### config.mk
export PLATFORM = sky130hd
export DESIGN_NAME = cidt_core
export DESIGN_NICKNAME = d
export VERILOG_FILES = /design/src/cidt_pkg.sv /design/src/cidt_core.sv
export SDC_FILE = /design/constraint.sdc
export NUM_CORES = 1
export LEC_CHECK = 0
export BUFFER_PORTS_ARGS = -buffer_cell sky130_fd_sc_hd__buf_4
export CAP_MARGIN = 0
export CORE_MARGIN = 2
export CORE_UTILIZATION = 54
export DETAILED_ROUTE_END_ITERATION = 16
export PLACE_DENSITY = 0.76
export SLEW_MARGIN = 40
export SYNTH_ARGS = -nofsm -noshare
export SYNTH_HDL_FRONTEND = slang
export SYNTH_SLANG_ARGS = --single-unit
### constraint.sdc
create_clock -name clock -period 3.6 [get_ports clock]
set_input_delay 0.18 -clock clock [delete_from_list [all_inputs] [get_ports clock]]
set_output_delay 0.18 -clock clock [all_outputs]
set_load 0.01 [all_outputs]
### src/cidt_pkg.sv
// Package for the instruction decode and execution timing block.
// Assumes a single core clock; opcode bytes arrive from the fetch logic on that clock.
package cidt_pkg;

    localparam int CYC_W = 21;   // Holds 5 + 22 * 65535
    localparam int BASE_W = 6;
    localparam int PER_W = 5;

    // Opcode bytes
    localparam logic [7:0] OP_AND_RM = 8'h20;    // 20..23, low two bits d and w
    localparam logic [7:0] OP_AND_ACC = 8'h24;   // 24..25
    localparam logic [7:0] OP_OR_RM = 8'h08;
    localparam logic [7:0] OP_OR_ACC = 8'h0c;
    localparam logic [7:0] OP_XOR_RM = 8'h30;
    localparam logic [7:0] OP_XOR_ACC = 8'h34;
    localparam logic [7:0] OP_TEST_RM = 8'h84;   // 84..85
    localparam logic [7:0] OP_TEST_ACC = 8'ha8;  // a8..a9
    localparam logic [7:0] OP_UNARY = 8'hf6;     // f6..f7
    localparam logic [7:0] OP_ASCII_MUL_ADJ = 8'hd4;
    localparam logic [7:0] OP_ASCII_DIV_ADJ = 8'hd5;
    localparam logic [7:0] OP_BYTE_EXTEND = 8'h98;
    localparam logic [7:0] OP_WORD_EXTEND = 8'h99;
    localparam logic [7:0] OP_COPY = 8'ha4;      // a4..a5
    localparam logic [7:0] OP_CMP = 8'ha6;
    localparam logic [7:0] OP_STORE = 8'haa;
    localparam logic [7:0] OP_LOAD = 8'hac;
    localparam logic [7:0] OP_SCAN = 8'hae;
    localparam logic [7:0] OP_CALL_NEAR = 8'he8;
    localparam logic [7:0] OP_CALL_FAR = 8'h9a;
    localparam logic [7:0] OP_GROUP = 8'hff;
    localparam logic [7:0] OP_NEAR_EXIT = 8'hc3;
    localparam logic [7:0] OP_NEAR_EXIT_IMM = 8'hc2;
    localparam logic [7:0] OP_FAR_EXIT = 8'hcb;
    localparam logic [7:0] OP_FAR_EXIT_IMM = 8'hca;

    // Modrm middle field selectors and the register mod value
    localparam logic [2:0] SUB_TEST = 3'h0;
    localparam logic [2:0] SUB_NOT = 3'h2;
    localparam logic [2:0] SUB_CALL = 3'h2;
    localparam logic [2:0] SUB_BRANCH = 3'h4;
    localparam logic [1:0] MOD_REG = 2'h3;

    // Cycle counts
    localparam logic [BASE_W-1:0] T_LOGIC_REG = 6'd3;
    localparam logic [BASE_W-1:0] T_LOGIC_MEM = 6'd10;
    localparam logic [BASE_W-1:0] T_ACC_BYTE = 6'd3;
    localparam logic [BASE_W-1:0] T_ACC_WORD = 6'd4;
    localparam logic [BASE_W-1:0] T_TEST_IMM_REG = 6'd4;
    localparam logic [BASE_W-1:0] T_TEST_IMM_MEM = 6'd10;
    localparam logic [BASE_W-1:0] T_NOT = 6'd3;
    localparam logic [BASE_W-1:0] T_ASCII_MUL_ADJ = 6'd19;
    localparam logic [BASE_W-1:0] T_ASCII_DIV_ADJ = 6'd15;
    localparam logic [BASE_W-1:0] T_BYTE_EXTEND = 6'd2;
    localparam logic [BASE_W-1:0] T_WORD_EXTEND = 6'd4;
    localparam logic [BASE_W-1:0] T_LOAD = 6'd12;
    localparam logic [BASE_W-1:0] T_STORE = 6'd10;
    localparam logic [BASE_W-1:0] T_COPY = 6'd14;
    localparam logic [BASE_W-1:0] T_CMP = 6'd22;
    localparam logic [BASE_W-1:0] T_SCAN = 6'd15;
    localparam logic [BASE_W-1:0] T_REP_COPY = 6'd8;
    localparam logic [PER_W-1:0] T_REP_COPY_N = 5'd8;
    localparam logic [BASE_W-1:0] T_REP_CMP = 6'd5;
    localparam logic [PER_W-1:0] T_REP_CMP_N = 5'd22;
    localparam logic [BASE_W-1:0] T_REP_SCAN = 6'd5;
    localparam logic [PER_W-1:0] T_REP_SCAN_N = 5'd15;
    localparam logic [BASE_W-1:0] T_REP_LOAD = 6'd6;
    localparam logic [PER_W-1:0] T_REP_LOAD_N = 5'd12;
    localparam logic [BASE_W-1:0] T_REP_STORE = 6'd6;
    localparam logic [PER_W-1:0] T_REP_STORE_N = 5'd9;
    localparam logic [BASE_W-1:0] T_CALL_IND_REG = 6'd13;
    localparam logic [BASE_W-1:0] T_CALL_IND_MEM = 6'd19;
    localparam logic [BASE_W-1:0] T_CALL_NEAR = 6'd15;
    localparam logic [BASE_W-1:0] T_CALL_FAR = 6'd23;
    localparam logic [BASE_W-1:0] T_BRANCH_IND = 6'd26;
    localparam logic [BASE_W-1:0] T_NEAR_EXIT = 6'd16;
    localparam logic [BASE_W-1:0] T_NEAR_EXIT_IMM = 6'd18;
    localparam logic [BASE_W-1:0] T_FAR_EXIT = 6'd22;
    localparam logic [BASE_W-1:0] T_FAR_EXIT_IMM = 6'd25;
    localparam logic [BASE_W-1:0] T_UNSUPPORTED = 6'd1;

    typedef enum logic [4:0] {
        CL_NONE, CL_AND, CL_TEST, CL_OR, CL_XOR, CL_NOT,
        CL_ASCII_MULTIPLY_ADJUST, CL_ASCII_DIVIDE_ADJUST,
        CL_BYTE_TO_WORD_EXTEND, CL_WORD_TO_DOUBLEWORD_EXTEND,
        CL_STRING_LOAD_ELEMENT, CL_STRING_STORE_ELEMENT, CL_STRING_COPY_ELEMENT,
        CL_STRING_COMPARE_ELEMENT, CL_STRING_SCAN_ELEMENT,
        CL_CALL_NEAR, CL_CALL_INDIRECT, CL_CALL_FAR, CL_UNCONDITIONAL_BRANCH,
        CL_SUBROUTINE_EXIT, CL_SUBROUTINE_EXIT_IMM, CL_FAR_EXIT, CL_FAR_EXIT_IMM
    } cidt_class_t;

    typedef enum logic [1:0] {DEST_NONE, DEST_RM, DEST_REG, DEST_ACC} cidt_dest_t;

    typedef enum {ST_IDLE, ST_EXEC} cidt_state_t;

    typedef struct packed {
        logic        valid;                 // Request strobe
        logic [7:0]  opcode;
        logic [7:0]  modrm;
        logic        repeat_prefix;         // Repeat prefix seen ahead of opcode
        logic [15:0] loop_count_register;   // Iteration count for repeated strings
        logic [15:0] operand_rm;            // Register or memory operand
        logic [15:0] operand_src;           // Register, immediate or accumulator_word
    } cidt_req_t;

    typedef struct packed {
        logic zero;
        logic sign;
        logic parity;
        logic carry;
        logic overflow;
    } cidt_flags_t;

    typedef struct packed {
        cidt_class_t  cls;
        cidt_dest_t   dest;
        logic         write_result;
        logic         update_flags;
        logic         unsupported;
        logic [15:0]  result;
        cidt_flags_t  flags;
        logic [CYC_W-1:0] cycles;           // Total cycles charged
    } cidt_resp_t;

endpackage

### src/cidt_core.sv
// Decode and execution timing engine for the logic, string and control transfer group.
// Assumes requests come from the fetch logic on the core clock and are held until accepted.
`timescale 1ns/10ps
`default_nettype none

module cidt_core
    import cidt_pkg::*;
(
    input  wire logic  clock,    // Core clock, 125 MHz
    input  wire logic  arst_n,   // Asynchronous reset, active low
    input  wire cidt_req_t req,  // Instruction request
    output logic       busy,     // Instruction in execution
    output logic       done,     // One-cycle pulse on last execution cycle
    output var cidt_resp_t resp  // Decode and result, valid with done
);

    typedef struct packed {
        logic [BASE_W-1:0] base;
        logic [PER_W-1:0]  per;
        cidt_class_t       cls;
        cidt_dest_t        dest;
        logic              writes;
        logic              flags;
        logic              known;
    } cidt_dec_t;

    typedef struct packed {
        cidt_state_t      st;
        logic [CYC_W-1:0] remain;
        logic             busy;
        logic             done;
        cidt_resp_t       resp;
    } cidt_regs_t;

    // Pick the register or memory figure from the mod field
    function automatic logic [BASE_W-1:0] rm_time(input logic [7:0] modrm,
                                                   input logic [BASE_W-1:0] t_reg,
                                                   input logic [BASE_W-1:0] t_mem);
        rm_time = (modrm[7:6] == MOD_REG) ? t_reg : t_mem;
    endfunction

    // Byte-wide operations ignore the upper lane
    function automatic logic [15:0] lane(input logic [15:0] v, input logic word);
        lane = word ? v : {8'h00, v[7:0]};
    endfunction

    // Full decode of one opcode and modrm pair
    function automatic cidt_dec_t decode(input cidt_req_t r);
        cidt_dec_t d;
        logic [7:0] op;
        logic [2:0] sub;
        d = '{base: T_UNSUPPORTED, per: '0, cls: CL_NONE, dest: DEST_NONE,
              writes: 1'b0, flags: 1'b0, known: 1'b1};
        op = r.opcode;
        sub = r.modrm[5:3];
        if ({op[7:2], 2'b00} == OP_AND_RM || {op[7:2], 2'b00} == OP_OR_RM
            || {op[7:2], 2'b00} == OP_XOR_RM) begin
            d.cls = (op[5]) ? ((op[4]) ? CL_XOR : CL_AND) : CL_OR;
            d.base = rm_time(r.modrm, T_LOGIC_REG, T_LOGIC_MEM);
            d.dest = op[1] ? DEST_REG : DEST_RM;
            d.writes = 1'b1;
            d.flags = 1'b1;
        end else if ({op[7:1], 1'b0} == OP_AND_ACC || {op[7:1], 1'b0} == OP_OR_ACC
                     || {op[7:1], 1'b0} == OP_XOR_ACC) begin
            d.cls = (op[5]) ? ((op[4]) ? CL_XOR : CL_AND) : CL_OR;
            d.base = op[0] ? T_ACC_WORD : T_ACC_BYTE;
            d.dest = DEST_ACC;
            d.writes = 1'b1;
            d.flags = 1'b1;
        end else if ({op[7:1], 1'b0} == OP_TEST_RM) begin
            d.cls = CL_TEST;
            d.base = rm_time(r.modrm, T_LOGIC_REG, T_LOGIC_MEM);
            d.flags = 1'b1;
        end else if ({op[7:1], 1'b0} == OP_TEST_ACC) begin
            d.cls = CL_TEST;
            d.base = op[0] ? T_ACC_WORD : T_ACC_BYTE;
            d.flags = 1'b1;
        end else if ({op[7:1], 1'b0} == OP_UNARY && sub == SUB_TEST) begin
            d.cls = CL_TEST;
            d.base = rm_time(r.modrm, T_TEST_IMM_REG, T_TEST_IMM_MEM);
            d.flags = 1'b1;
        end else if ({op[7:1], 1'b0} == OP_UNARY && sub == SUB_NOT) begin
            d.cls = CL_NOT;
            d.base = T_NOT;
            d.dest = DEST_RM;
            d.writes = 1'b1;
        end else if (op == OP_ASCII_MUL_ADJ) begin
            d.cls = CL_ASCII_MULTIPLY_ADJUST;
            d.base = T_ASCII_MUL_ADJ;
        end else if (op == OP_ASCII_DIV_ADJ) begin
            d.cls = CL_ASCII_DIVIDE_ADJUST;
            d.base = T_ASCII_DIV_ADJ;
        end else if (op == OP_BYTE_EXTEND) begin
            d.cls = CL_BYTE_TO_WORD_EXTEND;
            d.base = T_BYTE_EXTEND;
        end else if (op == OP_WORD_EXTEND) begin
            d.cls = CL_WORD_TO_DOUBLEWORD_EXTEND;
            d.base = T_WORD_EXTEND;
        end else if ({op[7:1], 1'b0} == OP_LOAD) begin
            d.cls = CL_STRING_LOAD_ELEMENT;
            d.base = r.repeat_prefix ? T_REP_LOAD : T_LOAD;
            d.per = r.repeat_prefix ? T_REP_LOAD_N : '0;
        end else if ({op[7:1], 1'b0} == OP_STORE) begin
            d.cls = CL_STRING_STORE_ELEMENT;
            d.base = r.repeat_prefix ? T_REP_STORE : T_STORE;
            d.per = r.repeat_prefix ? T_REP_STORE_N : '0;
        end else if ({op[7:1], 1'b0} == OP_COPY) begin
            d.cls = CL_STRING_COPY_ELEMENT;
            d.base = r.repeat_prefix ? T_REP_COPY : T_COPY;
            d.per = r.repeat_prefix ? T_REP_COPY_N : '0;
        end else if ({op[7:1], 1'b0} == OP_CMP) begin
            d.cls = CL_STRING_COMPARE_ELEMENT;
            d.base = r.repeat_prefix ? T_REP_CMP : T_CMP;
            d.per = r.repeat_prefix ? T_REP_CMP_N : '0;
        end else if ({op[7:1], 1'b0} == OP_SCAN) begin
            d.cls = CL_STRING_SCAN_ELEMENT;
            d.base = r.repeat_prefix ? T_REP_SCAN : T_SCAN;
            d.per = r.repeat_prefix ? T_REP_SCAN_N : '0;
        end else if (op == OP_CALL_NEAR) begin
            d.cls = CL_CALL_NEAR;
            d.base = T_CALL_NEAR;
        end else if (op == OP_CALL_FAR) begin
            d.cls = CL_CALL_FAR;
            d.base = T_CALL_FAR;
        end else if (op == OP_GROUP && sub == SUB_CALL) begin
            d.cls = CL_CALL_INDIRECT;
            d.base = rm_time(r.modrm, T_CALL_IND_REG, T_CALL_IND_MEM);
        end else if (op == OP_GROUP && sub == SUB_BRANCH) begin
            d.cls = CL_UNCONDITIONAL_BRANCH;
            d.base = T_BRANCH_IND;
        end else if (op == OP_NEAR_EXIT) begin
            d.cls = CL_SUBROUTINE_EXIT;
            d.base = T_NEAR_EXIT;
        end else if (op == OP_NEAR_EXIT_IMM) begin
            d.cls = CL_SUBROUTINE_EXIT_IMM;
            d.base = T_NEAR_EXIT_IMM;
        end else if (op == OP_FAR_EXIT) begin
            d.cls = CL_FAR_EXIT;
            d.base = T_FAR_EXIT;
        end else if (op == OP_FAR_EXIT_IMM) begin
            d.cls = CL_FAR_EXIT_IMM;
            d.base = T_FAR_EXIT_IMM;
        end else begin
            d.known = 1'b0;
        end
        return d;
    endfunction

    logic       rst_meta_r;
    logic       rst_sync_n_r;
    cidt_regs_t state_r;
    cidt_regs_t state_nxt;

    // Reset release is synchronised so the state register leaves reset on a clock edge; arst_n clears both synchroniser flops; they release on clock edges
    always_ff @(posedge clock or negedge arst_n) begin
        if (!arst_n) begin
            rst_meta_r <= 1'b0;
            rst_sync_n_r <= 1'b0;
        end else begin
            rst_meta_r <= 1'b1;
            rst_sync_n_r <= rst_meta_r;
        end
    end

    // Accept, decode, compute and count down the charged cycles
    always_comb begin
        cidt_dec_t        d;
        logic [15:0]      a;
        logic [15:0]      b;
        logic [15:0]      res;
        logic [CYC_W-1:0] total;
        logic             word;
        d = decode(req);
        word = req.opcode[0];
        a = lane(req.operand_rm, word);
        b = lane(req.operand_src, word);
        total = '0;
        res = '0;
        state_nxt = state_r;
        state_nxt.done = 1'b0;
        case (state_r.st)
            ST_IDLE: begin
                if (req.valid) begin
                    // Count register of zero gives the base time only
                    total = CYC_W'(d.base) + CYC_W'(d.per) * CYC_W'(req.loop_count_register);
                    case (d.cls)
                        CL_OR:   res = a | b;
                        CL_XOR:  res = a ^ b;
                        CL_NOT:  res = lane(~a, word);
                        default: res = a & b;
                    endcase
                    state_nxt.resp.cls = d.cls;
                    state_nxt.resp.dest = d.dest;
                    state_nxt.resp.write_result = d.writes;
                    state_nxt.resp.update_flags = d.flags;
                    state_nxt.resp.unsupported = ~d.known;
                    state_nxt.resp.result = res;
                    state_nxt.resp.cycles = total;
                    if (d.flags) begin
                        state_nxt.resp.flags.zero = (res == 16'h0000);
                        state_nxt.resp.flags.sign = word ? res[15] : res[7];
                        state_nxt.resp.flags.parity = ~^res[7:0];
                        state_nxt.resp.flags.carry = 1'b0;             // Logic ops clear carry
                        state_nxt.resp.flags.overflow = 1'b0;
                    end
                    state_nxt.remain = total - CYC_W'(1);
                    state_nxt.busy = 1'b1;
                    state_nxt.done = (total == CYC_W'(1));
                    state_nxt.st = ST_EXEC;
                end
            end
            ST_EXEC: begin
                if (state_r.remain == '0) begin
                    state_nxt.busy = 1'b0;
                    state_nxt.st = ST_IDLE;
                end else begin
                    state_nxt.remain = state_r.remain - CYC_W'(1);
                    state_nxt.done = (state_r.remain == CYC_W'(1));
                end
            end
            default: begin
                state_nxt.st = ST_IDLE;
                state_nxt.busy = 1'b0;
            end
        endcase
    end

    // Single state register; reset only takes constants
    always_ff @(posedge clock or negedge rst_sync_n_r) begin
        if (!rst_sync_n_r) begin
            state_r <= '{st: ST_IDLE, remain: '0, busy: 1'b0, done: 1'b0, resp: '0};
        end else begin
            state_r <= state_nxt;
        end
    end

    assign busy = state_r.busy;
    assign done = state_r.done;
    assign resp = state_r.resp;

endmodule

`default_nettype wire

==> summary.txt, run 1 <==
Floorplanning
  • Core area: 15800 µm²
  • Starting Density: a little under three fifths
  • IO Pins: 122
  • Die H: 131 µm
  • Die span in x: 131 µm
  • Area of the die: 17200 µm²
  • Cell row count: between 40 and 50

Placed design
  • DP Cell Count: 1494
  • Dpl ws: -1.85 ns
  • Final Wtd Congestion: 0.917
  • Port Buffers: approximately 120
  • DP Wirelength: roughly 19000 µm
  • DP Area: 11100 µm²

Layout
  • Total Nets Final: between 1500 and 2000
  • Fillcell total: 956
  • Share of layout cells above drive strength 1: about two fifths
  • Non-filler instance count after layout: 1557
  • Post-layout util: between 70% and 80%
  • Final instance area: around 13000 µm²
  • P&R area growth vs syn: 43.0%
  • # diodes: 0

Power and ir drop
  • Pwr dens: 302 nW/µm²
  • VDD IR max: 0.247 mV
  • Leakage power: 6.15 nW

Yosys
  • Syn_area_per_cell: 8.13 µm²
  • Largest cells by area after synthesis: dfrtp_1 21%, ha_1 11%, fa_1 11%, nand2_1 7.5%, inv_1 4.7%
  • Compound-Gate Fraction of Synth Area: 18.7%
  • Post-Synthesis Cells: 1075
  • Top post-synthesis cells by count: 174 x nand2_1, 109 x inv_1, 80 x ha_1, 75 x dfrtp_1, 68 x o21ai_0
  • Synthesized flop and latch total: 75
  • Mux cell area share after synthesis: 0.386%
  • Leading area contributor after synthesis: dfrtp_1
  • Seq/Total Area, Yosys: 21.5%
  • Syn Std Cell Area: 8740 µm²
  • Adder-cell share of the synthesized area: roughly 22%
  • YS warnings: 0
  • Most frequent cell after synthesis: nand2_1
  • Ys flop type: dfrtp_1
  • Yosys cell types: 83
  • Area share of the largest cell type after synthesis: 21.5%
  • Main combinational cell family by area after synthesis: simple AND/OR/NAND/NOR gates
  • Share of flip-flops with an asynchronous set or reset: 100%
  • XOR/XNOR Fraction of Synth Area: between 3 and 4%
  • Post-synth EDFFs: 0
  • Simple-Gate Fraction of Synth Area: approximately 23%

Timing
  • Max Slew Vio Count: 0
  • Hold Fails Final Rpt: 0
  • Slew headroom: 51.0%
  • RSZ-0062 raised after global routing: yes
  • Setup_tns: -40.01 ns
  • Tcrit/Tclk final: 149%
  • Fin crit period: between 5 and 6 ns
  • Final setup fails: 36
  • Fmax: 186 MHz
  • Setup skew after layout: 0.0112 ns
  • Worst-margin pin slew: 0.734 ns
  • PnR worst setup slack: -1.77 ns

Clock network
  • CTS Buf Count: 9
  • CTS tree: yes
  • Clock Tree Buf Depth: 2
  • CTS clk-pin slew, worst paths: 0.06 ns
  • Number of clock sinks: 75
  • Worst skew pair latency: roughly 0.35 ns
  • Root Buffer: clkbuf_16
  • H-tree levels: 3

Global routing
  • Overall routing resource usage: 29.6%
  • Remaining Overflow, GRT: 0
  • Vias in the first global route: 8868
  • Largest net degree at the start of global routing: 50
  • First-pass GRT wire length: ~43000 µm
  • Initial antenna violation count: 0

Detailed routing
  • Detail-routed via count per cell: 5.97
  • Number of detailed-route iterations in the first pass: 7
  • Routed Antenna Nets: 0
  • Wire per inst: 18.5 µm
  • Vias: 9289
  • DRT iter0 DRCs: 812
  • Routed WL: 28900 µm
  • DRC Markers: 0

Critical path
  • Startpoint Class: input port
  • Crit Path Class: input port to flip-flop
  • Reg-to-Reg Start: state_r[61]
  • Crit path max fanout: 5
  • Worst endpoint required time: 3.85 ns
  • Worst setup EP type: flip-flop
  • Worst Setup SP: req[63]
  • Crit path arrival time: about 5.6 ns
  • R2R Setup Slk: 0.80 ns
  • R2R Path End: state_r[69]
  • Worst R2R Path Depth: 6

Status
  • Failing checks: negative setup slack
  • Status: finished with violations

Run
  • Max-cap violations: 0

Hold path
  • Worst min path class: input port to async pin
report_power, final:
group          internal (mW)  total, mW  leakage, nW  switching, mW
registers               1.12       1.36        0.981          0.248
logic                  0.731       1.53         5.03          0.797
clock network          0.492      0.879        0.136          0.387
through the flow:
stage               hold WS [ns]  power (mW)
floorplan                 -0.116        2.30
global placement         -0.0365        2.66
detailed placement       -0.0366        2.73
CTS                        0.148        3.66
global route               0.173        3.96
finish                     0.161        3.77
worst max path at each step:
stage / end
CTS: state_r[73]
finish: state_r[73]
global route: state_r[73]
detailed placement: state_r[74]
floorplan: state_r[73]
global placement: state_r[67]
critical path, stage by stage:
cell	delay (ns)
buf_8	0.11
nand4_1	0.11
buf_4	0.12
buf_4	0.09
buf_4	0.09
buf_4	0.10
or2_4	0.12
inv_2	0.04
or4_4	0.51
fa_1	0.50
inv_1	0.06
fa_1	0.47
fa_1	0.51
inv_2	0.05
ha_4	0.24
a211o_1	0.31
buf_4	0.16
a21o_1	0.21
a221oi_4	0.35
and3_4	0.26
nand4_1	0.24
or2_4	0.37
o211ai_2	0.19
nor3b_2	0.22
layer usage:
metal	global-route usage [%]	wire length, µm	vias to the layer above
met1	37.6	11300	4439
met2	52.0	14400	530
met5	0	0	-
met4	11.3	1290	0
li1	-	-	4191
met3	3.40	1940	129
cells by family (layout without fill, tap and decap cells):
| family | Yosys count | after routing |
|---|---|---|
| other cells | 2 | 3 |
| compound gates | 237 | 237 |
| fa+ha+maj | 127 | 127 |
| simple gates | 393 | 393 |
| xor+xnor | 34 | 34 |
| flops | 75 | 75 |
| mux | 3 | 3 |
| buf+inv | 204 | 469 |
cell usage in the layout, fill, tap and decap left out, types with 8 or more instances in the layout:
master     instances
nand2_2            8
inv_1            103
a21o_1            14
o21ai_0           48
and2_1            42
a221oi_1          10
a21oi_1           31
xnor2_2            8
buf_6             29
nand2_1          162
fa_1              43
clkbuf_16          9
nand2b_1           8
o21ai_1           17
o211ai_1          10
nor3_1            19
nand4_1            8
o22ai_1           12
xor2_1            10
xnor2_1            8
ha_4              12
ha_1              67
dfrtp_1           74
nor2_1            35
buf_4            301
or4_1             10
o221ai_1          11
flip-flops by register name, indices dropped and copies added, names as in the netlist:
signal	flops
resp	50
state_r	21
busy	1
done	1
rst_meta_r	1
rst_sync_n_r	1
timing repair:
action                     CTS  global route
setup endpoints to repair   36            36
setup buffers               32            19
pin swaps                   69            65
hold endpoints to repair     2             0
gates resized for setup     86            75
hold buffers                 1             0
final cells by class:
class / count / area, µm² / share of cell area [%]
tap: 216 / 270 / 2.16
clock buffer: 10 / 239 / 1.91
clock inverter: 6 / 46.3 / 0.370
inverter: 109 / 409 / 3.27
timing repair buffer: 344 / 2830 / 22.6
sequential: 75 / 1880 / 15.0
multi-input combinational: 797 / 6830 / 54.6
Power figures use the tool's default switching activity.
==> run 2, diff against run 1 <==
CORE_ASPECT_RATIO = 2   (was default)
==> summary.txt, run 2 (same netlist as run 1, synthesis figures left out) <==
Status
  • Status: finished with violations
  • Failing checks: negative setup slack

Layout
  • Commonest non-fill, non-tap cell in the layout: buf_4
  • Fillcell total: 1048
  • # diodes: 0
  • Share of layout cells above drive strength 1: 39.8%
  • Commonest non-fill, non-tap cells in the layout: 286 x buf_4, 156 x nand2_1, 103 x inv_1
  • P&R area growth vs syn: 43.9%
  • Final instance area: 12600 µm²
  • Multi-input gate area: 6970 µm²
  • Largest register FFs: 50
  • Sequential Area: 1880 µm²
  • Total Nets Final: 1520

Power and ir drop
  • Leakage power: 6.10 nW
  • Pwr dens: 305 nW/µm²
  • VDD IR max: 0.253 mV

Floorplanning
  • Cell row count: 65
  • Core area: 15800 µm²
  • Area of the die: 17300 µm²
  • IO Pins: 122
  • Starting Density: roughly 55%
  • Die span in x: 94.0 µm
  • Die H: 184 µm

Clock network
  • CTS tree: yes
  • H-tree levels: 3
  • CTS Buf Count: 9
  • Number of clock sinks: 75
  • Worst skew pair latency: 0.34 ns
  • Clock Tree Buf Depth: 2
  • Root Buffer: clkbuf_16
  • CTS clk-pin slew, worst paths: 0.06 ns

Timing
  • PnR worst setup slack: -1.65 ns
  • Setup skew after layout: around 0.0051 ns
  • Hold Slack: 0.183 ns
  • Fin crit period: 5.25 ns
  • RSZ-0062 raised after global routing: yes
  • Tcrit/Tclk final: 146%
  • Slew headroom: 48.5%
  • Setup_tns: -38.03 ns
  • Max Slew Vio Count: 0
  • Final setup fails: 36
  • Fmax: 190 MHz
  • Worst-margin pin slew: 0.770 ns
  • Hold Fails Final Rpt: 0

Critical path
  • Worst R2R Path Depth: 7
  • Reg-to-Reg Start: state_r[61]
  • Crit path max-delay family: simple AND/OR/NAND/NOR gates
  • Crit Path Class: input port to flip-flop
  • Crit path max fanout: 6
  • Crit path arrival time: between 5 and 6 ns
  • Crit path depth: 20
  • Worst setup endpoint: state_r[73]
  • Worst setup EP type: flip-flop
  • Worst Setup SP: req[64]
  • Critical path cell sequence: buf_8 > nand4_1 > or3_4 > nor2_4 > and2_4 > o221ai_2 > a222oi_1 > fa_1 > inv_2 > ha_4 > fa_2 > fa_2 > a211o_4 > a21o_1 > a221oi_2 > and3_4 > nand4_1 > or2_4 > o211ai_2 > nor3b_2
  • Worst endpoint required time: about 3.9 ns
  • Worst path max stage delay: 0.49 ns
  • R2R Setup Slk: between 0.7 and 0.8 ns
  • Buf/Inv on CP: 2
  • Crit path max-delay cell type: fa_1
  • Startpoint Class: input port
  • R2R Path End: state_r[74]

Detailed routing
  • Routed Antenna Nets: 0
  • Wire per inst: 20.5 µm
  • Routed WL: 31400 µm
  • DRC Markers: 0
  • Vias: between 9000 and 10000
  • DRT iter0 DRCs: between 500 and 600
  • Detail-routed via count per cell: 6.11
  • Number of detailed-route iterations in the first pass: 5

Placed design
  • Port Buffers: 116
  • Final Wtd Congestion: 0.959
  • DP Wirelength: 22500 µm
  • DP Area: about 11000 µm²

Global routing
  • Largest net degree at the start of global routing: 77
  • Initial antenna violation count: 0
  • First-pass GRT wire length: 45100 µm
  • Remaining Overflow, GRT: 0
  • Overall routing resource usage: 33.6%
  • Vias in the first global route: about 9400

Run
  • Max-cap violations: 0

Hold path
  • Worst min path class: input port to async pin
-- run 2: cell count changes in the layout (fill, tap and decap cells not counted), moves of 5 or more --
cell,delta
buf_4,-15
nand2_1,-6
nand2_2,+8
buf_6,+5
-- run 2: layer usage --
layer	track usage, %	share of wire (%)
met1	29.3	30
met5	0	0
met3	3.57	4.7
met4	24.2	8.8
met2	67.0	56
-- run 2: worst min path at each step --
stage           start           end
4_1_cts        arst_n  rst_sync_n_r
3_5_place_dp   arst_n    rst_meta_r
3_3_place_gp   arst_n    rst_meta_r
5_1_grt        arst_n    rst_meta_r
6_report       arst_n  rst_sync_n_r
2_1_floorplan  arst_n    rst_meta_r
-- run 2: worst register-to-register path: stages, from the launching register on --
cell     delay [ns]
dfrtp_1        0.41
or4_1          0.59
or4_1          0.58
nor2_1         0.23
nand3_1        0.17
or3_1          0.42
a21oi_1        0.19
a31oi_1        0.06
-- run 2: final cells by class --
cell class,instances,share of cell area [%]
clock inverters,6,0.517
well taps,201,2.00
flip-flops and latches,75,15.0
inverters,109,3.25
multi-input cells,797,55.4
repair buffers,333,22.0
clock buffers,10,1.82
-- run 2: metrics by stage --
step | std cells | setup slack [ns] | utilization [%] | power, mW
CTS | 1515 | -1.37 | 75.3 | 3.71
floorplan | 1076 | -1.60 | - | 2.30
detailed placement | 1485 | -1.89 | 70.5 | 2.76
global placement | 1484 | -1.80 | 70.4 | 2.70
finish | 1531 | -1.65 | 79.7 | 3.84
global route | 1531 | -1.76 | 79.7 | 4.03
-- run 2: timing repair --
item,4_1_cts,5_1_grt
hold buffers,1,0
hold endpoints to repair,2,0
gates cloned,0,1
setup buffers,15,18
pin swaps,61,95
gates resized for setup,72,118
endpoints found under the setup margin,36,38
-- run 2: power by group --
group | switching, mW | total, mW | internal (mW)
registers | 0.263 | 1.38 | 1.12
clock network | 0.359 | 0.897 | 0.538
logic | 0.824 | 1.56 | 0.734
total | 1.45 | 3.84 | 2.39
==> run 3, diff against run 2 <==
PLACE_DENSITY = 0.79   (was 0.76)
clock period = 4.5 ns   (was 3.6 ns; I/O delays follow)
==> summary.txt, run 3 (same netlist as run 1, synthesis figures left out) <==
Status
  • Status: finished with violations
  • Failing checks: negative setup slack

Floorplanning
  • IO Pins: 122
  • Die span in x: 94.0 µm
  • Cell row count: 65
  • Core area: 15800 µm²
  • Starting Density: 55.4%
  • Area of the die: 17300 µm²
  • Die H: 184 µm

Power and ir drop
  • Pwr dens: 250 nW/µm²
  • VDD IR max: 0.189 mV
  • Leakage power: about 5.9 nW

Timing
  • Max Slew Vio Count: 0
  • Hold Fails Final Rpt: 0
  • Setup skew after layout: 0.00716 ns
  • Worst-margin pin slew: between 0.7 and 0.8 ns
  • Fmax: approximately 200 MHz
  • Slew headroom: around 52%
  • PnR worst setup slack: -0.634 ns
  • Final setup fails: 23
  • Fin crit period: approximately 5.1 ns
  • RSZ-0062 raised after global routing: yes
  • Tcrit/Tclk final: 114%

Critical path
  • Startpoint Class: input port
  • Crit Path Class: input port to flip-flop
  • Worst setup EP type: flip-flop
  • Crit path arrival time: 5.30 ns
  • Crit path max fanout: 7
  • Worst endpoint required time: 4.67 ns

Global routing
  • Largest net degree at the start of global routing: 55
  • First-pass GRT wire length: 44300 µm
  • Remaining Overflow, GRT: 0
  • Initial antenna violation count: 0
  • Overall routing resource usage: 32.8%
  • Vias in the first global route: between 9000 and 10000

Detailed routing
  • Routed WL: roughly 29000 µm
  • Wire per inst: approximately 19 µm
  • DRT iter0 DRCs: about 530
  • Wire length on met2: 16200 µm
  • DRC Markers: 0
  • WL met1: between 8000 and 9000 µm
  • Detail-routed via count per cell: about 6
  • DR WL met3: 1120 µm
  • Vias: 9031
  • Number of detailed-route iterations in the first pass: 5
  • Routed Antenna Nets: 0
  • DR top layer: met4

Clock network
  • CTS Buf Count: 9
  • H-tree levels: 3
  • Number of clock sinks: 75
  • Root Buffer: clkbuf_16
  • Clock Tree Buf Depth: 2
  • CTS clk-pin slew, worst paths: 0.07 ns
  • Worst skew pair latency: 0.33 ns
  • CTS tree: yes

Layout
  • Commonest non-fill, non-tap cells in the layout: 286 x buf_4, 171 x nand2_1, 105 x inv_1
  • Largest register FFs: 50
  • Commonest non-fill, non-tap cell in the layout: buf_4
  • # diodes: 0
  • Total Nets Final: 1497
  • Post-layout util: 76.1%
  • Share of layout cells above drive strength 1: approximately a third
  • Fillcell total: around 1100
  • P&R area growth vs syn: 37.3%
  • Final instance area: 12000 µm²

Placed design
  • DP Area: 10900 µm²
  • Port Buffers: ~120
  • DP Wirelength: 21900 µm
  • Final Wtd Congestion: 0.951

Run
  • Max-cap violations: 0

Hold path
  • Worst min path class: input port to async pin
==> run 3: metrics by stage <==
step	setup slack, ns	setup TNS, ns	total power, mW	instances	hold WS [ns]
after floorplan	-0.744	-8.49	1.84	1076	-0.0706
after global placement	-0.903	-16.83	2.14	1465	0.00736
after detailed placement	-1.04	-18.91	2.19	1467	0.0100
after CTS	-0.524	-6.21	2.94	1497	0.203
after global routing	-0.744	-11.59	3.17	1508	0.230
final	-0.634	-7.94	3.00	1508	0.236
==> run 3: repair_timing <==
action / 4_1_cts / 5_1_grt
setup endpoints to repair: 26 / 28
pin swaps: 64 / 30
resized for setup: 69 / 43
setup buffers: 15 / 12
hold endpoints to repair: 2 / 0
hold buffers: 1 / 0
==> run 3: area by class of cell <==
| type | count | area [µm²] | share of cell area, % |
|---|---|---|---|
| clock buffer | 11 | 253 | 2.11 |
| clock inverter | 5 | 35.0 | 0.292 |
| inverter | 109 | 409 | 3.41 |
| multi-input combinational | 797 | 6680 | 55.7 |
| sequential | 75 | 1880 | 15.7 |
| tap | 201 | 251 | 2.09 |
| timing repair buffer | 310 | 2490 | 20.8 |
==> run 3: critical path: stages <==
cell      delay [ns]
buf_6           0.11
nor4bb_4        0.30
buf_4           0.18
and2_4          0.15
nand3_4         0.10
nor2_4          0.17
buf_12          0.14
nand2_1         0.06
fa_1            0.56
fa_1            0.46
fa_1            0.56
inv_2           0.06
ha_4            0.23
a211o_4         0.38
a21o_1          0.19
a221oi_2        0.32
and3_4          0.24
nand4_1         0.15
buf_4           0.18
nor3_2          0.18
xnor2_1         0.17
o211ai_1        0.16
==> run 3: per-layer routing <==
layer	up-vias	track usage (%)
li1	4120	-
met1	4345	29.3
met2	407	64.2
met3	159	3.44
met4	0	24.7
met5	-	0
==> run 3: final timing paths <==
check                              from            to  slack, ns  depth (start not counted)
setup / recovery                req[63]   state_r[70]      -0.63                         22
hold reg to reg            rst_sync_n_r      resp[30]       0.29                          0
hold / removal                   arst_n  rst_sync_n_r       0.24                          2
max in group asynchronous  rst_sync_n_r      resp[38]       3.61                          1
min in group clock           rst_meta_r  rst_sync_n_r       0.36                          0
setup reg to reg            state_r[61]   state_r[72]       1.59                          8
==> run 3: power by group <==
part	leakage (nW)	total, mW	internal, mW	switching (mW)
Combinational	4.81	1.20	0.570	0.630
Sequential	0.981	1.10	0.893	0.202
Clock	0.142	0.702	0.405	0.297
